--- config.mk ---
export PLATFORM = sky130hd
export DESIGN_NAME = spx_serial_port
export DESIGN_NICKNAME = d
export VERILOG_FILES = /design/src/hw/spx_pkg.sv /design/src/hw/spx_serial_port.sv
export VERILOG_INCLUDE_DIRS = /design/src /design/src/hw
export SDC_FILE = /design/constraint.sdc
export NUM_CORES = 1
export LEC_CHECK = 0
export ABC_AREA = 0
export BUFFER_PORTS_ARGS = -buffer_cell sky130_fd_sc_hd__buf_2
export CORE_ASPECT_RATIO = 1.4
export CORE_MARGIN = 2
export CORE_UTILIZATION = 60
export CTS_BUF_LIST = sky130_fd_sc_hd__clkbuf_16
export DETAILED_ROUTE_END_ITERATION = 12
export PLACE_DENSITY = 0.95
export SETUP_SLACK_MARGIN = 0.05
export SLEW_MARGIN = 20
export SYNTH_ARGS = -nofsm -noshare
export SYNTH_HDL_FRONTEND = slang
export SYNTH_SLANG_ARGS = --single-unit
--- constraint.sdc ---
create_clock -name clk_in -period 6 [get_ports clk_in]
set_clock_uncertainty 0.15 [all_clocks]
set_input_delay 0.6 -clock clk_in [delete_from_list [all_inputs] [get_ports clk_in]]
set_output_delay 0.6 -clock clk_in [all_outputs]
set_load 0.02 [all_outputs]
--- src/hw/spx_cfg.svh ---
// Constants of the serial port: register offsets, reset values, timing counts.
// Assumes byte addressing on a 32-bit Avalon-MM bus, one register per word.
//
// Notes on behaviour
// - Buffer writes load transmit register; buffer reads return separate receive buffer.
// - Two mode bits pick synchronous 8-bit or asynchronous 10/11-bit framing.
// - Any buffer write starts a transmission in every mode.
// - Synchronous receive starts when enabled and receive-done is clear.
// - Asynchronous receive starts only on a start bit while enabled.
// - Synchronous mode: data on receive pin, clock on transmit pin, LSB first.
// - Synchronous shift clock is clock/12, or clock/4 when rate bit set.
// - Synchronous transmit starts next cycle, shifts right on falling clock edges.
// - After eighth bit, transmit-done set next cycle; data line left high.
// - Synchronous receive starts next cycle, samples on rising clock edges.
// - After eighth bit receive-done set; no restart until software clears it.
// - 10-bit frame: start 0, eight data LSB first, stop 1 into ninth-bit flag.
// - 10-bit rate is timer1 overflow /16 or /32, or timer2 overflow /16.
// - Asynchronous transmit starts after next divide-by-16 rollover following the write.
// - Start, data, stop sent; transmit-done set as stop bit goes out.
// - Receive pin sampled at 16x rate; counter reset on falling edge.
// - Each bit sampled at counter states 7, 8, 9; majority wins.
// - Start bit not zero aborts reception and rearms edge search.
// - Frame loaded only if receive-done clear and rate bit clear or stop set.
// - After middle of stop bit receiver searches for next falling edge.
// - Transmit pin driven only while transmitting or clocking a synchronous receive, released afterwards.
// - Timer2 chosen per direction by its select bits, otherwise timer1.
`ifndef SPX_CFG_SVH
`define SPX_CFG_SVH
`define SPX_ADDR_BUF 4'h0
`define SPX_ADDR_CTL 4'h4
`define SPX_ADDR_BAUD 4'h8
`define SPX_CTL_RST 8'h00
`define SPX_BAUD_RST 3'h0
`define SPX_DIV_SLOW 4'hc
`define SPX_DIV_FAST 4'h4
`define SPX_OVS_LAST 4'hf
`define SPX_SMP_A 4'h7
`define SPX_SMP_B 4'h8
`define SPX_SMP_C 4'h9
`define SPX_FIX_SLOW 2'h3
`define SPX_SYNC_BITS 4'h8
`define SPX_LAST_10 4'h9
`define SPX_LAST_11 4'ha
`endif

--- src/hw/spx_pkg.sv ---
// Types of the serial port: control fields and state encodings.
// Assumes spx_cfg.svh supplies the numeric constants.
package spx_pkg;
    typedef struct packed {
        logic mode_select_high;
        logic mode_select_low;
        logic multiproc_or_rate_select;
        logic receive_enable;
        logic transmit_ninth_bit;
        logic received_ninth_bit;
        logic transmit_done_flag;
        logic receive_done_flag;
    } spx_ctrl_t;
    typedef struct packed {
        logic rx_timer2_source_select;
        logic tx_timer2_source_select;
        logic baud_double;
    } spx_baud_t;
    typedef enum logic [1:0] {TX_IDLE = 2'b00, TX_WAIT = 2'b01, TX_SEND = 2'b11, TX_SYNC = 2'b10} spx_tx_st_t;
    typedef enum logic [1:0] {RX_IDLE = 2'b00, RX_ASYNC = 2'b01, RX_SYNC = 2'b11, RX_SPARE = 2'b10} spx_rx_st_t;
endpackage

--- src/hw/spx_serial_port.sv ---
// Serial port: synchronous shift mode and asynchronous 10/11-bit modes.
// Assumes timer overflow pulses on clk_in; serial pins come from outside.
`timescale 1ns/10ps
`include "spx_cfg.svh"
module spx_serial_port import spx_pkg::*; #(
    parameter int ADDR_W = 4
) (
    // Clock and reset
    input wire logic clk_in,
    input wire logic resetn_in,
    // Avalon-MM slave
    input wire logic [ADDR_W-1:0] avs_address_in,
    input wire logic avs_read_in,
    input wire logic avs_write_in,
    input wire logic [31:0] avs_writedata_in,
    input wire logic [3:0] avs_byteenable_in,
    output logic [31:0] avs_readdata_out,
    output logic avs_waitrequest_out,
    // Baud sources
    input wire logic t1_ovf_in,
    input wire logic t2_ovf_in,
    // Serial pins
    input wire logic rxd_in,
    output logic rxd_out,
    output logic rxd_oe_out,
    output logic txd_out,
    output logic txd_oe_out
);
    if (ADDR_W < 4) begin : g_bad_addr
        $error("ADDR_W too small for the register map");
    end

    // Address match against a register offset
    function automatic logic spx_hit(input logic [ADDR_W-1:0] a, input logic [3:0] off);
        return a == ADDR_W'(off);
    endfunction

    // Bit order reversal of a left-shifted, LSB-first byte
    function automatic logic [7:0] spx_rev(input logic [7:0] v);
        logic [7:0] r;
        r = 8'h00;
        for (int i = 0; i < 8; i++) begin
            r[i] = v[7-i];
        end
        return r;
    endfunction

    logic [1:0] rst_sync_ff;
    logic rst_n;
    logic rxd_s1_ff, rxd_s2_ff, rxd_s3_ff;
    logic wait_ff;
    logic [31:0] rdata_ff;
    spx_ctrl_t ctrl_ff, nxt_ctrl;
    spx_baud_t baud_ff;
    logic [7:0] rx_buf_ff, nxt_rx_buf;
    spx_tx_st_t tx_st_ff, nxt_tx_st;
    spx_rx_st_t rx_st_ff, nxt_rx_st;
    logic [10:0] tx_sh_ff, nxt_tx_sh;
    logic [3:0] tx_left_ff, nxt_tx_left;
    logic [3:0] tx_cnt_ff, rx_cnt_ff, nxt_rx_cnt;
    logic [3:0] sc_cnt_ff, nxt_sc_cnt;
    logic [3:0] bits_ff, nxt_bits;
    logic [7:0] rx_sh_ff, nxt_rx_sh;
    logic ninth_ff, nxt_ninth;
    logic smp_a_ff, smp_b_ff;
    logic [1:0] fix_cnt_ff;
    logic t1_half_ff;
    logic txd_ff, txd_oe_ff, rxd_ff, rxd_oe_ff;
    logic set_ti, set_ri;

    // Reset release through two flip-flops
    always_ff @(posedge clk_in or negedge resetn_in) begin
        if (!resetn_in) begin
            rst_sync_ff <= 2'b00;
        end else begin
            rst_sync_ff <= {rst_sync_ff[0], 1'b1};
        end
    end
    assign rst_n = rst_sync_ff[1];

    // Receive pin synchroniser plus one stage for edge finding
    always_ff @(posedge clk_in or negedge rst_n) begin
        if (!rst_n) begin
            rxd_s1_ff <= 1'b1;
            rxd_s2_ff <= 1'b1;
            rxd_s3_ff <= 1'b1;
        end else begin
            rxd_s1_ff <= rxd_in;
            rxd_s2_ff <= rxd_s1_ff;
            rxd_s3_ff <= rxd_s2_ff;
        end
    end

    // Bus decode: one wait cycle, access completes when wait is low
    wire bus_req = avs_read_in | avs_write_in;
    wire bus_acc = bus_req & ~wait_ff;
    wire bus_wr = bus_acc & avs_write_in & avs_byteenable_in[0];
    wire wr_buf = bus_wr & spx_hit(avs_address_in, `SPX_ADDR_BUF);
    wire wr_ctl = bus_wr & spx_hit(avs_address_in, `SPX_ADDR_CTL);
    wire wr_baud = bus_wr & spx_hit(avs_address_in, `SPX_ADDR_BAUD);
    wire [7:0] rd_sel = spx_hit(avs_address_in, `SPX_ADDR_BUF) ? rx_buf_ff :
                        spx_hit(avs_address_in, `SPX_ADDR_CTL) ? ctrl_ff :
                        spx_hit(avs_address_in, `SPX_ADDR_BAUD) ? {5'h00, baud_ff} : 8'h00;

    // Bus handshake and read data
    always_ff @(posedge clk_in or negedge rst_n) begin
        if (!rst_n) begin
            wait_ff <= 1'b1;
            rdata_ff <= 32'h0000_0000;
        end else begin
            wait_ff <= ~(bus_req & wait_ff);
            rdata_ff <= (bus_req & wait_ff) ? {24'h00_0000, rd_sel} : rdata_ff;
        end
    end
    assign avs_waitrequest_out = wait_ff;
    assign avs_readdata_out = rdata_ff;

    // Mode decode
    wire [1:0] mode = {ctrl_ff.mode_select_high, ctrl_ff.mode_select_low};
    wire sync_mode = (mode == 2'b00);
    wire long_frame = ctrl_ff.mode_select_high;
    wire [3:0] last_idx = long_frame ? `SPX_LAST_11 : `SPX_LAST_10;
    wire [3:0] sc_div = ctrl_ff.multiproc_or_rate_select ? `SPX_DIV_FAST : `SPX_DIV_SLOW;
    wire [3:0] sc_half = {1'b0, sc_div[3:1]};

    // 16x ticks: fixed clock division, timer1 halved unless doubled, or timer2
    wire fix_tick = baud_ff.baud_double ? fix_cnt_ff[0] : (fix_cnt_ff == `SPX_FIX_SLOW);
    wire t1_tick = t1_ovf_in & (baud_ff.baud_double | t1_half_ff);
    wire tx_tick = (mode == 2'b10) ? fix_tick :
                   baud_ff.tx_timer2_source_select ? t2_ovf_in : t1_tick;
    wire rx_tick = (mode == 2'b10) ? fix_tick :
                   baud_ff.rx_timer2_source_select ? t2_ovf_in : t1_tick;
    wire tx_roll = tx_tick & (tx_cnt_ff == `SPX_OVS_LAST);

    // Shift clock phase for the synchronous mode
    wire sc_fall = (sc_cnt_ff == 4'h0);
    wire sc_rise = (sc_cnt_ff == sc_half);
    wire sc_end = (sc_cnt_ff == sc_div - 4'h1);
    wire sc_level = (sc_cnt_ff >= sc_half);

    // Receive edge, samples and majority vote
    wire rx_fall = rxd_s3_ff & ~rxd_s2_ff;
    wire rx_mid = rx_tick & (rx_cnt_ff == `SPX_SMP_C);
    wire vote = (smp_a_ff & smp_b_ff) | (smp_a_ff & rxd_s2_ff) | (smp_b_ff & rxd_s2_ff);
    wire rb_val = long_frame ? ninth_ff : vote;
    wire rx_ok = ~ctrl_ff.receive_done_flag & (~ctrl_ff.multiproc_or_rate_select | rb_val);

    // Transmit sequencer
    always_comb begin
        nxt_tx_st = tx_st_ff;
        nxt_tx_sh = tx_sh_ff;
        nxt_tx_left = tx_left_ff;
        set_ti = 1'b0;
        case (tx_st_ff)
            TX_IDLE: begin
            end
            TX_WAIT: begin
                if (tx_roll) begin
                    nxt_tx_st = TX_SEND;
                end
            end
            TX_SEND: begin
                if (tx_roll) begin
                    if (tx_left_ff == 4'h0) begin
                        nxt_tx_st = TX_IDLE;
                    end else begin
                        nxt_tx_sh = {1'b1, tx_sh_ff[10:1]};
                        nxt_tx_left = tx_left_ff - 4'h1;
                        set_ti = (tx_left_ff == 4'h1);
                    end
                end
            end
            TX_SYNC: begin
                if (sc_fall && bits_ff != 4'h0) begin
                    nxt_tx_sh = {1'b0, tx_sh_ff[10:1]};
                end
                if (sc_end && bits_ff == `SPX_SYNC_BITS) begin
                    nxt_tx_st = TX_IDLE;
                    set_ti = 1'b1;
                end
            end
            default: begin
                nxt_tx_st = TX_IDLE;
            end
        endcase
        if (wr_buf) begin
            nxt_tx_st = sync_mode ? TX_SYNC : TX_WAIT;
            nxt_tx_sh = {1'b1, ctrl_ff.transmit_ninth_bit | ~long_frame, avs_writedata_in[7:0], 1'b0};
            nxt_tx_left = last_idx;
            if (sync_mode) begin
                nxt_tx_sh = {3'h7, avs_writedata_in[7:0]};
            end
        end
    end

    // Receive sequencer
    always_comb begin
        nxt_rx_st = rx_st_ff;
        nxt_rx_sh = rx_sh_ff;
        nxt_rx_cnt = rx_tick ? rx_cnt_ff + 4'h1 : rx_cnt_ff;
        nxt_rx_buf = rx_buf_ff;
        nxt_ninth = ninth_ff;
        set_ri = 1'b0;
        case (rx_st_ff)
            RX_IDLE: begin
                if (!sync_mode && ctrl_ff.receive_enable && rx_fall) begin
                    nxt_rx_st = RX_ASYNC;
                    nxt_rx_cnt = 4'h0;
                end else if (sync_mode && ctrl_ff.receive_enable && !ctrl_ff.receive_done_flag
                             && tx_st_ff == TX_IDLE && !wr_buf) begin
                    nxt_rx_st = RX_SYNC;
                end
            end
            RX_ASYNC: begin
                if (rx_mid) begin
                    if (bits_ff == 4'h0 && vote) begin
                        nxt_rx_st = RX_IDLE;
                    end else if (bits_ff == last_idx) begin
                        nxt_rx_st = RX_IDLE;
                        if (rx_ok) begin
                            nxt_rx_buf = spx_rev(rx_sh_ff);
                            set_ri = 1'b1;
                        end
                    end else if (bits_ff == `SPX_LAST_10) begin
                        nxt_ninth = vote;
                    end else if (bits_ff != 4'h0) begin
                        nxt_rx_sh = {rx_sh_ff[6:0], vote};
                    end
                end
            end
            RX_SYNC: begin
                if (sc_rise) begin
                    nxt_rx_sh = {rx_sh_ff[6:0], rxd_s2_ff};
                end
                if (sc_end && bits_ff == `SPX_SYNC_BITS) begin
                    nxt_rx_st = RX_IDLE;
                    nxt_rx_buf = spx_rev(rx_sh_ff);
                    set_ri = 1'b1;
                end
            end
            default: begin
                nxt_rx_st = RX_IDLE;
            end
        endcase
    end

    // Shared bit count and shift clock counter
    wire sync_busy = (tx_st_ff == TX_SYNC) | (rx_st_ff == RX_SYNC);
    assign nxt_sc_cnt = (!sync_busy || sc_end) ? 4'h0 : sc_cnt_ff + 4'h1;
    assign nxt_bits = (nxt_tx_st == TX_SYNC && wr_buf) ? 4'h0 :
                      (sync_busy && sc_rise) ? bits_ff + 4'h1 :
                      (rx_st_ff == RX_ASYNC && rx_mid) ? bits_ff + 4'h1 :
                      (sync_busy || rx_st_ff == RX_ASYNC) ? bits_ff : 4'h0;

    // Control register: hardware set wins over a software write
    always_comb begin
        nxt_ctrl = ctrl_ff;
        if (wr_ctl) begin
            nxt_ctrl = spx_ctrl_t'(avs_writedata_in[7:0]);
        end
        if (set_ti) begin
            nxt_ctrl.transmit_done_flag = 1'b1;
        end
        if (set_ri) begin
            nxt_ctrl.receive_done_flag = 1'b1;
            nxt_ctrl.received_ninth_bit = (rx_st_ff == RX_ASYNC) ? rb_val : ctrl_ff.received_ninth_bit;
        end
    end

    // Registers and sequencer state
    always_ff @(posedge clk_in or negedge rst_n) begin
        if (!rst_n) begin
            ctrl_ff <= spx_ctrl_t'(`SPX_CTL_RST);
            baud_ff <= spx_baud_t'(`SPX_BAUD_RST);
            rx_buf_ff <= 8'h00;
            tx_st_ff <= TX_IDLE;
            rx_st_ff <= RX_IDLE;
            tx_sh_ff <= 11'h7ff;
            tx_left_ff <= 4'h0;
            rx_sh_ff <= 8'h00;
            ninth_ff <= 1'b0;
            bits_ff <= 4'h0;
            sc_cnt_ff <= 4'h0;
            rx_cnt_ff <= 4'h0;
        end else begin
            ctrl_ff <= nxt_ctrl;
            baud_ff <= wr_baud ? spx_baud_t'(avs_writedata_in[2:0]) : baud_ff;
            rx_buf_ff <= nxt_rx_buf;
            tx_st_ff <= nxt_tx_st;
            rx_st_ff <= nxt_rx_st;
            tx_sh_ff <= nxt_tx_sh;
            tx_left_ff <= nxt_tx_left;
            rx_sh_ff <= nxt_rx_sh;
            ninth_ff <= nxt_ninth;
            bits_ff <= nxt_bits;
            sc_cnt_ff <= nxt_sc_cnt;
            rx_cnt_ff <= nxt_rx_cnt;
        end
    end

    // Baud dividers and sample capture
    always_ff @(posedge clk_in or negedge rst_n) begin
        if (!rst_n) begin
            tx_cnt_ff <= 4'h0;
            fix_cnt_ff <= 2'h0;
            t1_half_ff <= 1'b0;
            smp_a_ff <= 1'b1;
            smp_b_ff <= 1'b1;
        end else begin
            tx_cnt_ff <= tx_tick ? tx_cnt_ff + 4'h1 : tx_cnt_ff;
            fix_cnt_ff <= fix_cnt_ff + 2'h1;
            t1_half_ff <= t1_ovf_in ? ~t1_half_ff : t1_half_ff;
            smp_a_ff <= (rx_tick && rx_cnt_ff == `SPX_SMP_A) ? rxd_s2_ff : smp_a_ff;
            smp_b_ff <= (rx_tick && rx_cnt_ff == `SPX_SMP_B) ? rxd_s2_ff : smp_b_ff;
        end
    end

    // Pin drivers: transmit pin owned only while a frame or shift clock runs
    always_ff @(posedge clk_in or negedge rst_n) begin
        if (!rst_n) begin
            txd_ff <= 1'b1;
            txd_oe_ff <= 1'b0;
            rxd_ff <= 1'b1;
            rxd_oe_ff <= 1'b0;
        end else begin
            txd_ff <= sync_busy ? sc_level : (tx_st_ff == TX_SEND ? tx_sh_ff[0] : 1'b1);
            txd_oe_ff <= sync_busy | (tx_st_ff == TX_SEND);
            rxd_ff <= (tx_st_ff == TX_SYNC) ? tx_sh_ff[0] : 1'b1;
            rxd_oe_ff <= (tx_st_ff == TX_SYNC);
        end
    end
    assign txd_out = txd_ff;
    assign txd_oe_out = txd_oe_ff;
    assign rxd_out = rxd_ff;
    assign rxd_oe_out = rxd_oe_ff;
endmodule

# ---- After elaboration in Yosys (flattened, before gate mapping)
# Cells that the tools add are included.
dict set report totals {
  output_inout_bits 37
  inputBits 47
  ff_bits 86
  word_cells 227
}
dict set report op_classes {
  order_cmp 1
  n_addsub 7
  n_bitwise 32
  eq_ne 37
  muxes 73
  n_reduce_logical 41
}
# operator count
set ops {}
lappend ops {{$mux W8} 13}
lappend ops {{$mux W4} 13}
lappend ops {{$mux W11} 4}
lappend ops {{$pmux W8 S2} 2}
lappend ops {{$mux W2} 13}
lappend ops {{$eq A4 B4 Y1 const B} 6}
lappend ops {{$pmux W11 S2} 1}
lappend ops {{$mux W1} 20}
lappend ops {{$ne A2 B2 Y1 const B} 10}
lappend ops {{$add A4 B1 Y4 const B} 4}
lappend ops {{$logic_not A4 Y1} 4}
lappend ops {{$and A1 B1 Y1} 15}
lappend ops {{$ne A3 B3 Y1 const B} 5}
lappend ops {{$logic_and A1 B1 Y1} 14}
lappend ops {{$eq A2 B2 Y1 const B} 6}
lappend ops {{$pmux W2 S3} 2}
lappend ops {{$mux W10} 1}
lappend ops {{$reduce_bool A2 Y1} 5}
lappend ops {{$not A1 Y1} 9}
lappend ops {{$eq A4 B3 Y1 const B} 2}
lappend ops {{$eq A4 B4 Y1} 2}
lappend ops {{$or A1 B1 Y1} 8}
lappend ops {{$reduce_and A4 Y1} 2}
lappend ops {{$sub A4 B1 Y4 const B} 2}
lappend ops {{other kinds (19)} 28}

# ---- Logic depth before layout (Yosys ltp)
dict set report logic_depth {
  ltp_word 13
  ltp_mapped 8
  mapped_depth_nobuf 7
}

# ---- Least setup slack after synthesis
# Ideal clock, no wire load.
dict set report synth_path {
  kind {input-to-reg}
  start {input t1_ovf_in}
  end {register rx_buf_ff[0]}
  setup_time_ns 0.125
  path_buffers 1
  setup_slack_ns 3.674
  stages 6
  t_arrival_ns 2.052
  required_time_ns 5.725
  cell_sequence {o21ai_2 -> o211ai_2 -> nand4bb_1 -> buf_2 -> o41ai_4 -> mux2_2}
}
dict set report synth_between {
  elab_chain_len 6
}
# element line_no
set synth_rtl {}
lappend synth_rtl {{start: declaration} spx_serial_port.sv:20} ;# input wire logic t1_ovf_in,
lappend synth_rtl {{$and A1 B1 Y1} spx_serial_port.sv:128} ;# wire t1_tick = t1_ovf_in & (baud_ff.baud_double | t1_half_ff);
lappend synth_rtl {{$mux W1} spx_serial_port.sv:132} ;# baud_ff.rx_timer2_source_select ? t2_ovf_in : t1_tick;
lappend synth_rtl {{$mux W1} spx_serial_port.sv:131} ;# wire rx_tick = (mode == 2'b10) ? fix_tick :
lappend synth_rtl {{$and A1 B1 Y1} spx_serial_port.sv:143} ;# wire rx_mid = rx_tick & (rx_cnt_ff == `SPX_SMP_C);
lappend synth_rtl {{$ne A2 B2 Y1 (no source line)} -}
lappend synth_rtl {{$reduce_and A6 Y1 (no source line)} -}
lappend synth_rtl {{end signal: assignment} spx_serial_port.sv:288} ;# rx_buf_ff <= nxt_rx_buf;
lappend synth_rtl {{end: declaration} spx_serial_port.sv:55} ;# logic [7:0] rx_buf_ff, nxt_rx_buf;
# Every way passes these cells.
# A chain may end at the register's enable or synchronous reset.

# ---- Worst setup path after layout
dict set report layout_path {
  start {register ctrl_ff (netlist bit long_frame)}
  end {register rx_buf_ff[3]}
}
dict set report layout_between {
  elab_chain_len 5
  word_cells_on_any_way 12
  classes_between {eq/ne: 5; mux: 3; bitwise: 3; reduce/logical: 1}
}
# element line_no
set layout_rtl {}
lappend layout_rtl {{start: declaration} spx_serial_port.sv:53} ;# spx_ctrl_t ctrl_ff, nxt_ctrl;
lappend layout_rtl {{start signal: assignment} spx_serial_port.sv:273} ;# ctrl_ff <= spx_ctrl_t'(`SPX_CTL_RST);
lappend layout_rtl {{start signal: assignment} spx_serial_port.sv:286} ;# ctrl_ff <= nxt_ctrl;
lappend layout_rtl {{$eq A2 B2 Y1 / $mux W1 (equally long branches)} {spx_serial_port.sv:131, spx_serial_port.sv:145}}
lappend layout_rtl {{$mux W1 / $or A1 B1 Y1 (equally long branches)} {spx_serial_port.sv:131, spx_serial_port.sv:146}}
lappend layout_rtl {{$and A1 B1 Y1, on equally long branches} {spx_serial_port.sv:143, spx_serial_port.sv:146}}
lappend layout_rtl {{$ne A2 B2 Y1 (no source line)} -}
lappend layout_rtl {{$reduce_and A6 Y1 (no source line) (*)} -}
# Mark *: on every way between the ends. The rest lies on a longest branch, timed or not.

==> metrics.md <==
| Metric | Value |
|---|---|
| Die area | 8370 um^2 |
| Yosys reg bits | 86 |
| Synthesis-to-finish area growth | 9.73% |
| Worst-Skew Late Latency | around 0.34 ns |
| Nets | 525 |
| Congestion Overflow GR | 0 |
| Main flop type after synthesis | dfrtp_1 |
| Final setup vio count | 0 |
| Crit path capture type | flop |
| Achievable Freq | 323 MHz |
| Boundary pin count | 84 |
| CP Class | reg2reg |
| Critical path's top delay family | compound AO/OA/AOI/OAI gates |
| Synth Warn # | 0 |
| Routed via count | about 3600 |
| P per Cell Area | roughly 380 nW/um^2 |
| Vias in the first global route | 3666 |
| Commonest non-fill, non-tap cell in the layout | dfrtp_1 |
| Clock slew at reported path FFs | 0.06 ns |
| CP cell instances | nand2b_1, o211ai_2, nand4bb_1, o41ai_4, mux2_2 |
| Fin crit share | 0.516 |
| Drt pass-1 iters | 5 |
| GR Util met2 | 0.456 |
| Initial DRC Count | 273 |
| Leak | roughly 2.3 nW |
| Clock tree buffer depth | 2 |
| Drt total wl | about 11000 um |
| Hold_ws | 0.110 ns |
| Outcome | complete, no violations |
| R2r setup slk | 2.90 ns |
| Max H-tree Level | 3 |
| Root Driver | clkbuf_16 |
| Post-DRT Antenna Nets | 0 |
| Asr flop ratio synth | 1.00 |
| Slowest stage delay, CP | slightly below 0.8 ns |
| Met3 Use GR | 0.0327 |
| Largest net degree at the start of global routing | 85 |
| Initial antenna violation count | 0 |
| Min-delay worst type | reg2async |
| Slew of the pin with the lowest slew margin | 0.946 ns |
| Final RePlAce weighted congestion | ~0.91 |
| Core area | around 7400 um^2 |
| Starting Density | 0.620 |
| Data required, critical path | slightly above 6 ns |
| Reg2reg path depth | 5 |
| Reg2reg start | long_frame |
| Critical-path top delay cell | o41ai_4 |
| Site Rows | 37 |
| CTS resizes | 0 |
| Critical Path Fanout Max | 18 |
| DP HPWL | 6900 um |
| Max VDD drop | about 0.26 mV |
| Most frequent cells in the layout | dfrtp_1 (66), nand2_1 (33), buf_2 (32), mux2_2 (29), nor2_1 (27) |
| Design area | 5040 um^2 |
| Syn avg cell area | between 10 and 15 um^2 |
| Number of synthesized flops with an enable pin | 0 |
| Final hold vios | 0 |
| PortBufs | 32 |
| Post-synthesis sequential area ratio | 0.474 |
| Critical R2R Capture | rx_buf_ff[3] |
| Dpl cell area | 4720 um^2 |
| Post-Route Setup TNS | 0 ns |
| Remaining DRCs | 0 |
| Unrepaired setup endpoints after global routing | no |
| WL/cell | about 19 um |
| WP buf/inv | 0 |
| Final Max Slew Viols | 0 |
| GRT Overall Usage | 0.271 |
| TritonCTS Buffers | 9 |
| Die W | approximately 78 um |
| Clk sink count | 86 |
| Worst EP arrival | 3.17 ns |
| First-pass GRT wire length | roughly 18000 um |
| Die H | roughly 110 um |
| Gate Count Post-Synth | 436 |
| Yosys cell types | 61 |
| Crit start category | flop |
| Vias/cell | 6.42 |
| Filler cells | around 480 |
| Fin crit period | between 3 and 4 ns |
| Busiest grt layer | met2 |
| N_diodes | 0 |
| Max Cap Viol | 0 |
| Pwr Total | 0.00192 W |
| Routing usage on met1 | 0.316 |
| Relative slew slack | 0.363 |
| Layout cell share with drive strength beyond 1 | 0.213 |
| Mapped cell area | 4590 um^2 |
| CTS tree | built |
-- worst reg2reg max path, delay by kind of cell, from the launching register on --
family           cells  cell delay (ns)
flip-flops           1             0.73
AND/OR/NAND/NOR      2             0.70
AO/OA/AOI/OAI        2             0.98
multiplexers         1             0.42
-- state kept, by name, indices dropped and copies added (netlist names), 3 cells and up --
name              flops
avs_readdata_out      8
tx_sh_ff             11
baud_ff               3
tx_left_ff            4
rx_buf_ff             8
ctrl_ff               7
bits_ff               4
rx_cnt_ff             4
tx_cnt_ff             4
sc_cnt_ff             4
rx_sh_ff              8
-- kinds of logic (layout without fill, tap and decap cells) --
family	Yosys count	after routing	synth area share
other	2	25	0.00164
muxes	41	41	0.0973
xor gates and xnor gates	9	9	0.0172
AOI/OAI and AO/OA	90	90	0.149
DFF	86	86	0.474
buffers and inverters	58	68	0.0679
and+or+nand+nor	135	135	0.152
adders and majority gates	15	15	0.0403
-- through the flow --
stage | instances | util | setup slack [ns]
final | 566 | 0.680 | 2.90
after global routing | 566 | 0.680 | 2.77
after CTS | 565 | 0.676 | 2.95
after detailed placement | 548 | 0.637 | 3.03
after global placement | 548 | 0.637 | 3.11
after floorplan | 459 | - | 3.31
-- report_power, final --
group	internal (W)	switching (W)
combinational	0.000219	0.000299
clock	0.000313	0.000209
sequential	0.000739	0.000140
total	0.00127	0.000648
-- routing by layer --
metal | vias to the layer above | share of wire
met5 | - | 0
met4 | 0 | 0.059
met3 | 47 | 0.069
met2 | 214 | 0.51
met1 | 1785 | 0.37
li1 | 1588 | -
-- timing repair --
| item | CTS | global route |
|---|---|---|
| endpoints found under the setup margin | 0 | 0 |
| hold endpoints to repair | 2 | 0 |
| hold buffers | 1 | 0 |
| setup buffers | 0 | 0 |
-- final cells by class --
cell class | count | area (um^2) | area share
clock inverter | 7 | 52.6 | 0.0104
inverter | 17 | 63.8 | 0.0127
clock buffer | 9 | 225 | 0.0447
tap | 97 | 121 | 0.0241
timing repair buffer | 35 | 205 | 0.0407
multi-input combinational | 315 | 2190 | 0.435
sequential | 86 | 2180 | 0.433
-- cells in the mapped netlist (3+ instances only) --
cell      instances  area (um^2)
dfrtp_1          67         1680
nand2_1          33          124
mux2_2           29          327
nor2_1           27          101
buf_4            24          180
dfstp_2          19          499
o21ai_0          18         90.1
inv_1            17         63.8
clkbuf_1         14         52.6
ha_1             14          175
nand3_1          14         70.1
nor3_1           13         65.1
mux2i_1          12          120
a211o_1          11         96.3
a21oi_1          11         55.1
o211ai_1         11         82.6
nand2b_1          7         43.8
o32a_1            7         70.1
or3_1             5         31.3
xor2_1            5         43.8
a22o_1            4         35.0
and3_1            4         25.0
nand3b_1          4         30.0
nor2b_1           4         25.0
or4_1             4         30.0
xnor2_1           4         35.0
a31oi_1           3         18.8
and2_1            3         18.8
and3b_1           3         26.3
buf_2             3         15.0
nand4_1           3         18.8
nor3b_1           3         22.5
-- worst max-delay path by stage --
stage / start / end / slack (ns) / cells after the start
after global placement: long_frame / rx_buf_ff[4] / 3.11 / 5
final: long_frame / rx_buf_ff[3] / 2.90 / 5
after global routing: long_frame / rx_buf_ff[6] / 2.77 / 5
after detailed placement: long_frame / rx_buf_ff[1] / 3.03 / 5
after CTS: long_frame / rx_buf_ff[3] / 2.95 / 5
after floorplan: rst_sync_ff[1] / avs_readdata_out[0] / 3.31 / 0
Note: power is estimated with default switching activity, not from simulation.
